[src/mmtc_pkg.sv]
// constants for the motor mode timer with capture and compare
package mmtc_pkg;
	localparam int          CNT_W          = 16;
	localparam int          PRE_W          = 7;
	localparam int          ADDR_W         = 16;
	// register indices; byte address is four times the index
	localparam logic [13:0] IDX_CTRL_FIRST  = 14'h1FA4;
	localparam logic [13:0] IDX_CTRL_SECOND = 14'h1FA5;
	localparam logic [13:0] IDX_CAPTURE     = 14'h1FA6;
	localparam logic [13:0] IDX_MATCH_ONE   = 14'h1FA8;
	localparam logic [13:0] IDX_MATCH_TWO   = 14'h1FAA;
	localparam logic [13:0] IDX_MATCH_THREE = 14'h1FAC;
	localparam logic [13:0] IDX_IRQ_STATUS  = 14'h1FF0;
	localparam logic [13:0] IDX_IRQ_CLEAR   = 14'h1FF1;
	localparam logic [13:0] IDX_IRQ_ENABLE  = 14'h1FF2;
	// first control register fields
	localparam int          CA_ENABLE      = 0;
	localparam int          CA_RST_POS     = 1;
	localparam int          CA_RST_SW      = 2;
	localparam int          CA_RST_OVL     = 3;
	localparam int          CA_RST_T3      = 4;
	localparam int          CA_CLKSEL_LSB  = 5;
	// second control register fields
	localparam int          CB_CAP_POS     = 1;
	localparam int          CB_CAP_SW      = 2;
	localparam int          CB_CAP_OVL     = 3;
	localparam int          CB_OVERFLOW    = 5;
	localparam int          CB_DEBUG       = 7;
	// clock select codes
	localparam logic [2:0]  SEL_DIV8       = 3'h0;
	localparam logic [2:0]  SEL_DIV16      = 3'h2;
	localparam logic [2:0]  SEL_DIV32      = 3'h4;
	localparam logic [2:0]  SEL_DIV64      = 3'h6;
	localparam logic [2:0]  SEL_DIV128     = 3'h1;
	// interrupt status bits
	localparam int          IRQ_W          = 5;
	localparam int          IRQ_OVERFLOW   = 0;
	localparam int          IRQ_CAPTURE    = 1;
	localparam int          IRQ_MATCH_LSB  = 2;
	localparam logic [7:0]  CTRL_RESET     = 8'h00;
	localparam logic [15:0] CNT_RESET      = 16'h0000;
endpackage

[src/mmtc_top.sv]
// motor mode timer: prescaled 16-bit counter, capture, three compares, APB registers
//
// What this block does
// - debug enable bit drives internal debug signal onto debug pin, else pin released.
// - read-only overflow bit in second control register shows the timer has overflowed.
// - with capture-on-overload enabled, an overload event copies the count into capture.
// - writing one to software capture bit copies the count; zero does nothing.
// - with capture-on-position enabled, each position event loads capture with the count.
// - three-bit clock select picks system_clock divided by 8,16,32,64 or 128.
// - with reset-on-timer-3 enabled, a timer 3 event clears the count.
// - with reset-on-overload enabled, an overload event clears the count.
// - writing one to software reset bit clears the count; zero does nothing.
// - with reset-on-position enabled, each position event clears the count.
// - enable bit runs the timer when one and holds it when zero.
// - sixteen-bit read-only capture register holds the last captured count.
// - three sixteen-bit read/write compare registers hold values matched against the timer.
//
// Design decision made here: the APB register port.
`timescale 1ns/100ps
module mmtc_top #(
	parameter int CNT_W = mmtc_pkg::CNT_W
) (
	input  wire logic                        core_clk_i,
	input  wire logic                        rst_b_i,
	input  wire logic                        ce_i,
	input  wire logic                        psel_i,
	input  wire logic                        penable_i,
	input  wire logic                        pwrite_i,
	input  wire logic [mmtc_pkg::ADDR_W-1:0] paddr_i,
	input  wire logic [31:0]                 pwdata_i,
	output logic      [31:0]                 prdata_o,
	output logic                             pready_o,
	output logic                             pslverr_o,
	input  wire logic                        overload_i,
	input  wire logic                        position_det_i,
	input  wire logic                        timer3_evt_i,
	output logic      [2:0]                  match_o,
	output logic                             debug_port_pin_o,
	output logic                             debug_port_pin_oe_b_o,
	output logic                             irq_o
);
	localparam int NIN = 3;

	// synchronisers: stage one feeds stage two only
	logic [NIN-1:0]   sy1_r, sy2_r, sy3_r, lvl_r;
	logic [NIN-1:0]   lvl_nxt, rise;
	logic [mmtc_pkg::PRE_W-1:0] pre_r, pre_nxt;
	logic [CNT_W-1:0] cnt_r, cnt_nxt, cap_r, cap_nxt;
	logic [CNT_W-1:0] cmp_r [3], cmp_nxt [3];
	logic [7:0]       ca_r, ca_nxt, cb_r, cb_nxt;
	logic [mmtc_pkg::IRQ_W-1:0] sts_r, sts_nxt, ien_r, ien_nxt;
	logic [2:0]       match_r, match_nxt;
	logic             tick_r, tick_nxt;
	logic             dbg_r, dbg_nxt, dboe_r, dboe_nxt, irq_r, irq_nxt;
	logic [31:0]      rd_r, rd_nxt;
	logic             rdy_r, rdy_nxt, err_r, err_nxt;
	logic             tick, wr, setup, hit, do_clr, do_cap, wrap, sw_rst, sw_cap;
	logic [31:0]      rdata;
	logic [13:0]      idx;
	logic [CNT_W-1:0] cap_src;

	assign idx   = paddr_i[15:2];
	assign setup = psel_i && !penable_i && !rdy_r;
	assign wr    = psel_i && penable_i && rdy_r && pwrite_i && !err_r;

	// clock select: reserved codes give no tick at all
	always_comb begin
		case (ca_r[mmtc_pkg::CA_CLKSEL_LSB +: 3])
			mmtc_pkg::SEL_DIV8:   tick = &pre_r[2:0];
			mmtc_pkg::SEL_DIV16:  tick = &pre_r[3:0];
			mmtc_pkg::SEL_DIV32:  tick = &pre_r[4:0];
			mmtc_pkg::SEL_DIV64:  tick = &pre_r[5:0];
			mmtc_pkg::SEL_DIV128: tick = &pre_r[6:0];
			default:              tick = 1'b0;
		endcase
	end

	// read mux for the current setup address
	always_comb begin
		rdata = 32'h0000_0000;
		hit   = 1'b1;
		case (idx)
			mmtc_pkg::IDX_CTRL_FIRST:  rdata[7:0] = ca_r & ~(8'h01 << mmtc_pkg::CA_RST_SW);
			mmtc_pkg::IDX_CTRL_SECOND: rdata[7:0] = cb_r;
			mmtc_pkg::IDX_CAPTURE:     rdata[CNT_W-1:0] = cap_r;
			mmtc_pkg::IDX_MATCH_ONE:   rdata[CNT_W-1:0] = cmp_r[0];
			mmtc_pkg::IDX_MATCH_TWO:   rdata[CNT_W-1:0] = cmp_r[1];
			mmtc_pkg::IDX_MATCH_THREE: rdata[CNT_W-1:0] = cmp_r[2];
			mmtc_pkg::IDX_IRQ_STATUS:  rdata[mmtc_pkg::IRQ_W-1:0] = sts_r;
			mmtc_pkg::IDX_IRQ_CLEAR:   rdata = 32'h0000_0000;
			mmtc_pkg::IDX_IRQ_ENABLE:  rdata[mmtc_pkg::IRQ_W-1:0] = ien_r;
			default:                   hit = 1'b0;
		endcase
	end

	always_comb begin
		// a rising event counts once stages two and three agree on a new high level
		lvl_nxt = lvl_r;
		rise    = '0;
		for (int i = 0; i < NIN; i++) begin
			if (sy2_r[i] == sy3_r[i] && sy3_r[i] != lvl_r[i]) begin
				lvl_nxt[i] = sy3_r[i];
				rise[i]    = sy3_r[i];
			end
		end

		ca_nxt  = ca_r;
		cb_nxt  = cb_r;
		ien_nxt = ien_r;
		for (int k = 0; k < 3; k++) begin
			cmp_nxt[k] = cmp_r[k];
		end
		sw_rst  = 1'b0;
		sw_cap  = 1'b0;
		sts_nxt = sts_r;
		if (wr) begin
			case (idx)
				mmtc_pkg::IDX_CTRL_FIRST: begin
					ca_nxt = pwdata_i[7:0] & ~(8'h01 << mmtc_pkg::CA_RST_SW);
					sw_rst = pwdata_i[mmtc_pkg::CA_RST_SW];
				end
				mmtc_pkg::IDX_CTRL_SECOND: begin
					// overflow bit is read-only, write-only capture bit never stored
					cb_nxt = {pwdata_i[7], 3'h0, pwdata_i[3], 1'b0, pwdata_i[1], 1'b0};
					sw_cap = pwdata_i[mmtc_pkg::CB_CAP_SW];
				end
				mmtc_pkg::IDX_MATCH_ONE:   cmp_nxt[0] = pwdata_i[CNT_W-1:0];
				mmtc_pkg::IDX_MATCH_TWO:   cmp_nxt[1] = pwdata_i[CNT_W-1:0];
				mmtc_pkg::IDX_MATCH_THREE: cmp_nxt[2] = pwdata_i[CNT_W-1:0];
				mmtc_pkg::IDX_IRQ_CLEAR:   sts_nxt = sts_r & ~pwdata_i[mmtc_pkg::IRQ_W-1:0];
				mmtc_pkg::IDX_IRQ_ENABLE:  ien_nxt = pwdata_i[mmtc_pkg::IRQ_W-1:0];
				default: ;
			endcase
		end

		// prescaler runs free so a tick phase never depends on the enable
		pre_nxt = pre_r + 1'b1;

		do_clr = sw_rst
			|| (ca_r[mmtc_pkg::CA_RST_POS] && rise[1])
			|| (ca_r[mmtc_pkg::CA_RST_OVL] && rise[0])
			|| (ca_r[mmtc_pkg::CA_RST_T3] && rise[2]);
		do_cap = sw_cap
			|| (cb_r[mmtc_pkg::CB_CAP_POS] && rise[1])
			|| (cb_r[mmtc_pkg::CB_CAP_OVL] && rise[0]);

		// capture sees the count before a same-cycle clear
		cap_src = cnt_r;
		cap_nxt = do_cap ? cap_src : cap_r;

		wrap    = 1'b0;
		cnt_nxt = cnt_r;
		if (do_clr) begin
			cnt_nxt = mmtc_pkg::CNT_RESET;
		end else if (ca_r[mmtc_pkg::CA_ENABLE] && tick) begin
			cnt_nxt = cnt_r + 1'b1;
			wrap    = &cnt_r;
		end

		// hardware set wins over a clear written in the same cycle
		if (wrap) begin
			sts_nxt[mmtc_pkg::IRQ_OVERFLOW] = 1'b1;
		end
		if (do_cap) begin
			sts_nxt[mmtc_pkg::IRQ_CAPTURE] = 1'b1;
		end
		for (int k = 0; k < 3; k++) begin
			// a pulse only when the count moves onto the value, not while it sits there
			match_nxt[k] = (cnt_nxt == cmp_nxt[k]) && (cnt_nxt != cnt_r);
			if (match_nxt[k]) begin
				sts_nxt[mmtc_pkg::IRQ_MATCH_LSB + k] = 1'b1;
			end
		end
		cb_nxt[mmtc_pkg::CB_OVERFLOW] = sts_nxt[mmtc_pkg::IRQ_OVERFLOW];

		tick_nxt = tick && ca_r[mmtc_pkg::CA_ENABLE];
		dbg_nxt  = cb_r[mmtc_pkg::CB_DEBUG] ? tick_r : 1'b0;
		dboe_nxt = !cb_r[mmtc_pkg::CB_DEBUG];
		irq_nxt  = |(sts_nxt & ien_nxt);

		// zero-wait slave: answer is prepared in setup, ready in first access cycle
		rdy_nxt = setup;
		err_nxt = setup ? !hit : 1'b0;
		rd_nxt  = (setup && !pwrite_i && hit) ? rdata : 32'h0000_0000;
	end

	always_ff @(posedge core_clk_i or negedge rst_b_i) begin
		if (!rst_b_i) begin
			sy1_r    <= '0;
			sy2_r    <= '0;
			sy3_r    <= '0;
			lvl_r    <= '0;
			pre_r    <= '0;
			cnt_r    <= mmtc_pkg::CNT_RESET;
			cap_r    <= mmtc_pkg::CNT_RESET;
			for (int k = 0; k < 3; k++) begin
				cmp_r[k] <= mmtc_pkg::CNT_RESET;
			end
			ca_r     <= mmtc_pkg::CTRL_RESET;
			cb_r     <= mmtc_pkg::CTRL_RESET;
			sts_r    <= '0;
			ien_r    <= '0;
			match_r  <= 3'h0;
			tick_r   <= 1'b0;
			dbg_r    <= 1'b0;
			dboe_r   <= 1'b1;
			irq_r    <= 1'b0;
			rd_r     <= 32'h0000_0000;
			rdy_r    <= 1'b0;
			err_r    <= 1'b0;
		end else if (ce_i) begin
			sy1_r    <= {timer3_evt_i, position_det_i, overload_i};
			sy2_r    <= sy1_r;
			sy3_r    <= sy2_r;
			lvl_r    <= lvl_nxt;
			pre_r    <= pre_nxt;
			cnt_r    <= cnt_nxt;
			cap_r    <= cap_nxt;
			for (int k = 0; k < 3; k++) begin
				cmp_r[k] <= cmp_nxt[k];
			end
			ca_r     <= ca_nxt;
			cb_r     <= cb_nxt;
			sts_r    <= sts_nxt;
			ien_r    <= ien_nxt;
			match_r  <= match_nxt;
			tick_r   <= tick_nxt;
			dbg_r    <= dbg_nxt;
			dboe_r   <= dboe_nxt;
			irq_r    <= irq_nxt;
			rd_r     <= rd_nxt;
			rdy_r    <= rdy_nxt;
			err_r    <= err_nxt;
		end
	end

	assign prdata_o              = rd_r;
	assign pready_o              = rdy_r;
	assign pslverr_o             = err_r;
	assign match_o               = match_r;
	assign debug_port_pin_o      = dbg_r;
	assign debug_port_pin_oe_b_o = dboe_r;
	assign irq_o                 = irq_r;
endmodule

[config.mk]
export PLATFORM = sky130hd
export DESIGN_NAME = mmtc_top
export DESIGN_NICKNAME = d
export VERILOG_FILES = /design/src/mmtc_pkg.sv /design/src/mmtc_top.sv
export SDC_FILE = /design/constraint.sdc
export NUM_CORES = 1
export LEC_CHECK = 0
export BUFFER_PORTS_ARGS = -buffer_cell sky130_fd_sc_hd__buf_2
export CORE_MARGIN = 3
export CORE_UTILIZATION = 46
export DETAILED_ROUTE_END_ITERATION = 7
export HOLD_SLACK_MARGIN = 0.08
export PLACE_DENSITY_LB_ADDON = 0.15
export SYNTH_ARGS = -nofsm -noshare
export SYNTH_HDL_FRONTEND = slang
export SYNTH_SLANG_ARGS = --single-unit
[constraint.sdc]
create_clock -name core_clk_i -period 3.1 [get_ports core_clk_i]
set_clock_uncertainty 0.1 [all_clocks]
set_input_delay 0.775 -clock core_clk_i [delete_from_list [all_inputs] [get_ports core_clk_i]]
set_output_delay 0.775 -clock core_clk_i [all_outputs]
set_load 0.005 [all_outputs]
==> results.md, run 1 <==
* Outcome: finished, violations left
* Failing checks: negative setup slack
* Max layer used: met4
* Tmin final at 3.26 ns
* Synthesized flop and latch total at 144
* Setup violators final at 5
* Row count at 49
* Worst-path cell chain: buf_6, or3b_4, or4b_4, o21ai_4, buf_4, a31oi_4, buf_4, xnor2_1, nor4_1, and4b_1, a32oi_1, o21ai_1
* Hold crit path type: in -> async
* Via/cell ratio at 5.84
* Synth top area share at 42.1%
* Post-synth EDFFs at 0
* Cts hold-fix bufs at 0
* # nets final at 1044
* Starting Density at 47.0%
* Skew-Pair Late Insertion Delay at 0.43 ns
* H-Tree Level Count at 4
* FMAX at 307 MHz
* Routed len/inst at 20.7 um
* # DRC at 0
* Leakage at 4.97 nW
* Cell repeated most along the worst path: buf_4
* Clock root cell: clkbuf_16
* Warnings from Yosys at 0
* Placed cells at 1179
* IR Drop Worst-Case VDD at 0.421 mV
* Synth async-reset ratio at 100%
* Commonest cells in the netlist: dfrtp_1 (143), mux2_2 (91), mux2i_1 (70), nand2_1 (67), nor2_1 (39)
* Worst R2R Setup Slack at -0.06 ns
* Routed Antenna Nets at 0
* Post-synthesis sequential area ratio at 42.4%
* Most common cell in the netlist: dfrtp_1
* Ports at 97
* Die ar. at 20200 sq um
* Critical path's largest stage delay at 0.53 ns
* First-pass GRT wire length at 40300 um
* Clk slew on worst S/H paths at 0.06 ns
* Unrepaired setup endpoints after global routing: yes
* Worst EP required at 3.31 ns
* Die span in x at 142 um
* Post-synth top flop: dfrtp_1
* Synth unique cells at 70
* Period utilization at 105%
* Syn avg cell area at 10.3 sq um
* Final GP Congestion at 0.936
* Vias at 7161
* Mapped Cells at 824
* Reg2Reg Depth at 10
* Fin util at 60.2%
* Core ar. at 18100 sq um
* Antenna Cells at 0
* Die height at 142 um
* Worst-Margin Slew at 0.628 ns
* Sink Count at 144
* GRT Overall Usage at 25.8%
* Clock buffer depth at 2
* Post-Route WL at 25400 um
* Largest net degree at the start of global routing at 63
* Crit. End Element: flop
* CTS tree: done
* Area grow syn2layout at 28.0%
* Worst path slowest cell: or4b_4
* Fin. max-slew vios at 0
* Drt first pass iters at 5
* Worst Path Buf+Inv at 3
* Largest area contributor in the netlist: dfrtp_1
* Finished Cell Area at 10900 sq um
* HPWL after detailed placement at 18400 um
* Violation count after the first detailed-routing iteration at 598
* Number of global-route vias before repair at 7275
* Maxcap violations at 0
* Crit path DAT at 3.46 ns
* Critical path fanouts, max at 3
* Finished Layout Cells at 1226
* Worst r2r dst: irq_o
* M1 wire length at 11600 um
* Mapped Area at 8500 sq um
* Synth area leaders: dfrtp_1 (42%), mux2_2 (12%), mux2i_1 (8.2%)
* Worst R2R Start: ca_r[6]
* Total grt overflow at 0
* Met2 WL at 12300 um
* Crit path max-delay family: simple AND/OR/NAND/NOR gates
* Worst setup SP type: primary input
* Slew HR at 58.1%
* Share of cells above drive strength 1 at 37.4%
* Initial antenna violation count at 0
* Met3 Wirelength at 1050 um
* Final worst setup slack at -0.155 ns
* CTS Buf Count at 17
* Power per cell area at 494 nW/um^2
* Number of port buffers at 62
* Critical path type: in -> reg
* Final Hold Viols at 0
* Area after DPL at 9890 sq um
[area by class of cell]
| class | instances | area [sq um] |
|---|---|---|
| Fill cell | 1498 | 7200 |
| Multi-Input combinational cell | 600 | 4830 |
| Sequential cell | 144 | 3610 |
| Timing Repair Buffer | 187 | 1450 |
| Clock buffer | 19 | 443 |
| Tap cell | 229 | 287 |
| Clock inverter | 13 | 139 |
| Inverter | 34 | 128 |
[flip-flops by register name (all words and copies together), names as in the netlist, 3 cells and up]
name and flops:
sy3_r 3, pre_r 7, sy2_r 3, cap_src 16
match_o 3, cb_r 3, ca_r 7, cap_r 16
sts_r 5, prdata_o 16, ien_r 5, cmp_r 48
sy1_r 3, lvl_r 3
[routing by layer]
metal	GRT usage (%)	up-vias
met1	36.6	3639
met2	41.2	191
li1	-	3294
met4	7.63	0
met5	0	-
met3	3.83	37
[repair_timing]
action	CTS	global route
endpoints found under the setup margin	7	7
resized for setup	23	30
buffers inserted	8	7
pin swaps	12	11
[logic make-up (layout without fill, tap and decap cells)]
logic type               Yosys count  count (layout)  share of synthesized area (%)
AO/OA/AOI/OAI                    132             132                           11.1
XOR/XNOR                          56              56                           5.77
adder cells (fa/ha/maj)            3               3                          0.441
buffers and inverters             95             253                           5.13
flip-flops                       144             144                           42.4
multiplexers                     161             161                           20.3
other                              1              16                         0.0441
AND/OR/NAND/NOR                  232             232                           14.8
[per-stage QoR]
stage / TNS, ns / setup WS [ns] / hold WS (ns) / total power [mW]
2_1_floorplan: -0.756 / -0.135 / 0.334 / 2.76
3_3_place_gp: -3.47 / -0.568 / 0.353 / 3.20
3_5_place_dp: -3.79 / -0.589 / 0.358 / 3.25
4_1_cts: -0.0967 / -0.0599 / 0.265 / 5.32
5_1_grt: -0.797 / -0.223 / 0.278 / 5.60
6_report: -0.333 / -0.155 / 0.242 / 5.38
[how the worst max path moves through the flow]
stage,from,endpoint,slack [ns],depth (start not counted)
6_report,paddr_i[6],irq_o,-0.16,12
5_1_grt,paddr_i[6],irq_o,-0.22,12
4_1_cts,paddr_i[6],irq_o,-0.06,12
3_5_place_dp,paddr_i[6],irq_o,-0.59,12
3_3_place_gp,paddr_i[15],irq_o,-0.57,12
2_1_floorplan,paddr_i[6],irq_o,-0.14,10
[layout by cell type, fill, tap and decap left out, types with 18 or more instances in the layout]
| cell | instances |
|---|---|
| nand4_1 | 21 |
| nand3_1 | 18 |
| buf_4 | 108 |
| nor2_1 | 37 |
| inv_1 | 34 |
| mux2_2 | 90 |
| nand2_1 | 64 |
| xnor2_1 | 22 |
| dfrtp_1 | 140 |
| o21ai_0 | 32 |
| mux2i_1 | 69 |
| buf_2 | 60 |
| xor2_1 | 27 |
[power by group]
group          switching, mW  leakage (nW)  internal, mW
Clock                  0.884         0.284          1.16
Combinational          0.639          2.75         0.571
Sequential             0.118          1.94          2.01
[worst reg2reg max path, cell delays in order, from the launching register on]
cell	delay, ns
dfrtp_2	0.44
nand3b_1	0.19
a2111o_1	0.51
a311oi_4	0.31
or3b_4	0.43
a21oi_4	0.25
xor2_1	0.17
nand2_1	0.13
nor4_4	0.32
a41oi_1	0.15
o21ai_1	0.09
(Power assumes the default switching activity.)
==> run 2, diff against run 1 <==
CORE_MARGIN = default   (was 3)
TNS_END_PERCENT = 1   (was default)
==> results.md, run 2 (synthesized netlist as in run 1, its figures left out) <==
* Power per cell area at 543 nW/um^2 (was 494 nW/um^2)
* Worst-Margin Slew at 0.637 ns (was 0.628 ns)
* Largest net degree at the start of global routing at 60 (was 63)
* H-Tree Level Count at 4 (unchanged)
* Switching Share at 26.3% (was 30.5%)
* Initial antenna violation count at 0 (unchanged)
* Starting Density at 47.2% (was 47.0%)
* Via/cell ratio at 5.84 (about the same)
* Worst Path Buf+Inv at 1 (was 3)
* Drt first pass iters at 5 (unchanged)
* Die height at 138 um (was 142 um)
* Row count at 49 (unchanged)
* Crit path max-delay family: compound AO/OA/AOI/OAI gates (was simple AND/OR/NAND/NOR gates)
* CTS tree: done (unchanged)
* Unrepaired setup endpoints after global routing: yes (unchanged)
* Ports at 97 (unchanged)
* FMAX at 312 MHz (was 307 MHz)
* Critical path fanouts, max at 3 (unchanged)
* Finished Layout Cells at 1214 (was 1226)
* Worst EP required at 3.35 ns (was 3.31 ns)
* Placed cells at 1175 (was 1179)
* # DRC at 0 (unchanged)
* Final GP Congestion at 0.941 (was 0.936)
* M1 wire length at 11000 um (was 11600 um)
* Period utilization at 103% (was 105%)
* Final worst setup slack at -0.100 ns (was -0.155 ns)
* Failing checks: negative setup slack (unchanged)
* Maxcap violations at 0 (unchanged)
* P_int at 4.34 mW (was 3.74 mW)
* Commonest non-fill, non-tap cell in the layout: dfrtp_1 (unchanged)
* Hold crit path type: in -> async (unchanged)
* Register share of total power at 36.1% (was 39.6%)
* Crit path DAT at 3.45 ns (was 3.46 ns)
* Area after DPL at 9800 sq um (was 9890 sq um)
* Setup WS pre-CTS at -0.620 ns (was -0.589 ns)
* # nets final at 1034 (was 1044)
* Antenna Cells at 0 (unchanged)
* Outcome: finished, violations left (unchanged)
* Final Hold Viols at 0 (unchanged)
* Total power at 5.89 mW (was 5.38 mW)
* Commonest non-fill, non-tap cells in the layout: dfrtp_1 (141), buf_4 (107), mux2_2 (90), mux2i_1 (70), nand2_1 (65) (was dfrtp_1 (140), buf_4 (108), mux2_2 (90), mux2i_1 (69), nand2_1 (64))
* CTS Buf Count at 17 (unchanged)
* Clock network power share at 43.9% (was 37.9%)
* Met3 Wirelength at 1100 um (was 1050 um)
* Clk slew on worst S/H paths at 0.06 ns (about the same)
* Sw Pwr at 1.55 mW (was 1.64 mW)
* Area grow syn2layout at 27.5% (was 28.0%)
* Tmin final at 3.20 ns (was 3.26 ns)
* GRT Overall Usage at 27.3% (was 25.8%)
* Fin Setup TNS at -0.467 ns (was -0.333 ns)
* Post-Route WL at 25500 um (was 25400 um)
* Total grt overflow at 0 (unchanged)
* Number of port buffers at 62 (unchanged)
* Met2 WL at 12500 um (was 12300 um)
* Max layer used: met4 (unchanged)
* Skew-Pair Late Insertion Delay at 0.43 ns (about the same)
* Finished Cell Area at 10800 sq um (was 10900 sq um)
* Die span in x at 138 um (was 142 um)
* Clock root cell: clkbuf_16 (unchanged)
* Biggest register: cmp_r (unchanged)
* Routed Antenna Nets at 0 (unchanged)
* Critical path type: reg -> reg (was in -> reg)
* Core ar. at 18000 sq um (was 18100 sq um)
* Leakage at 4.95 nW (was 4.97 nW)
* Logic pwr share at 20.0% (was 22.5%)
* Vias at 7088 (was 7161)
* Die ar. at 19000 sq um (was 20200 sq um)
* Critical path's largest stage delay at 0.45 ns (was 0.53 ns)
* Number of global-route vias before repair at 7029 (was 7275)
* Slew HR at 57.5% (was 58.1%)
* Crit. End Element: flop (unchanged)
* IR Drop Worst-Case VDD at 0.413 mV (was 0.421 mV)
* Routed len/inst at 21.0 um (was 20.7 um)
* Max FFs per register at 48 (unchanged)
* Sink Count at 144 (unchanged)
* Worst path slowest cell: a2111o_1 (was or4b_4)
* Setup violators final at 7 (was 5)
* FILL cells at 1543 (was 1498)
* Violation count after the first detailed-routing iteration at 452 (was 598)
* Share of cells above drive strength 1 at 36.4% (was 37.4%)
* HPWL after detailed placement at 18300 um (was 18400 um)
* Clock buffer depth at 2 (unchanged)
* Cts hold-fix bufs at 0 (unchanged)
* First-pass GRT wire length at 38300 um (was 40300 um)
* Fin. max-slew vios at 0 (unchanged)
* Worst setup SP type: flop (was primary input)
* Worst-path cell chain: ha_2, buf_4, nand3_2, a2111o_1, a311oi_4, or3b_4, a21oi_4, xor2_1, nand2_2, nor4_4, a41oi_2, o21ai_1 (was buf_6, or3b_4, or4b_4, o21ai_4, buf_4, a31oi_4, buf_4, xnor2_1, nor4_1, and4b_1, a32oi_1, o21ai_1)
==> run 2: changes by cell type in the layout (fill, tap and decap cells not counted), sizes merged <==
cell	delta
clkinvlp	-1
inv	-8
buf	-10
bufinv	+8
clkinv	-1
==> run 2: timing repair <==
action	in CTS	in global routing
buffers inserted	3	6
pin swaps	10	20
cloned	0	0
endpoints found under the setup margin	7	7
resized for setup	19	28
==> run 2: path summary, 6_finish.rpt <==
kind | startpoint | cells after the start | slack [ns] | end
worst min register to register | pre_r[5] | 1 | 0.36 | pre_r[5]
worst min-delay path | rst_b_i | 1 | 0.17 | cap_src[6]
worst max register to register | pre_r[0] | 12 | -0.10 | irq_o
max in group asynchronous | rst_b_i | 2 | 2.02 | cmp_r[18]
min in group core_clk_i | pre_r[5] | 1 | 0.36 | pre_r[5]
worst max-delay path | pre_r[0] | 12 | -0.10 | irq_o
==> run 2: area by class of cell <==
type                       count  area (sq um)  share of cell area [%]
multi-input combinational    600          4810                    44.4
sequential                   144          3610                    33.3
timing repair buffer         177          1290                    11.9
clock buffer                  19           443                    4.08
tap                          229           287                    2.64
clock inverter                11           284                    2.62
inverter                      34           128                    1.18
==> run 2: through the flow <==
stage / hold WS (ns) / util, %
floorplan: 0.334 / -
global placement: 0.350 / 54.4
detailed placement: 0.353 / 54.4
CTS: 0.186 / 59.1
global route: 0.195 / 60.2
finish: 0.170 / 60.2
==> run 2: power groups by stage <==
stage	sequential (mW)	combinational, mW	clock [mW]
floorplan	2.15	0.610	0
global placement	2.14	1.04	0
detailed placement	2.15	1.08	0
CTS	2.12	1.11	2.61
global route	2.14	1.28	2.69
finish	2.13	1.18	2.58
==> run 2: routing by layer <==
metal / vias to the layer above / track usage, %
met1: 3548 / 35.3
met4: 0 / 12.5
met3: 45 / 3.98
met2: 234 / 45.1
li1: 3261 / -
met5: - / 0
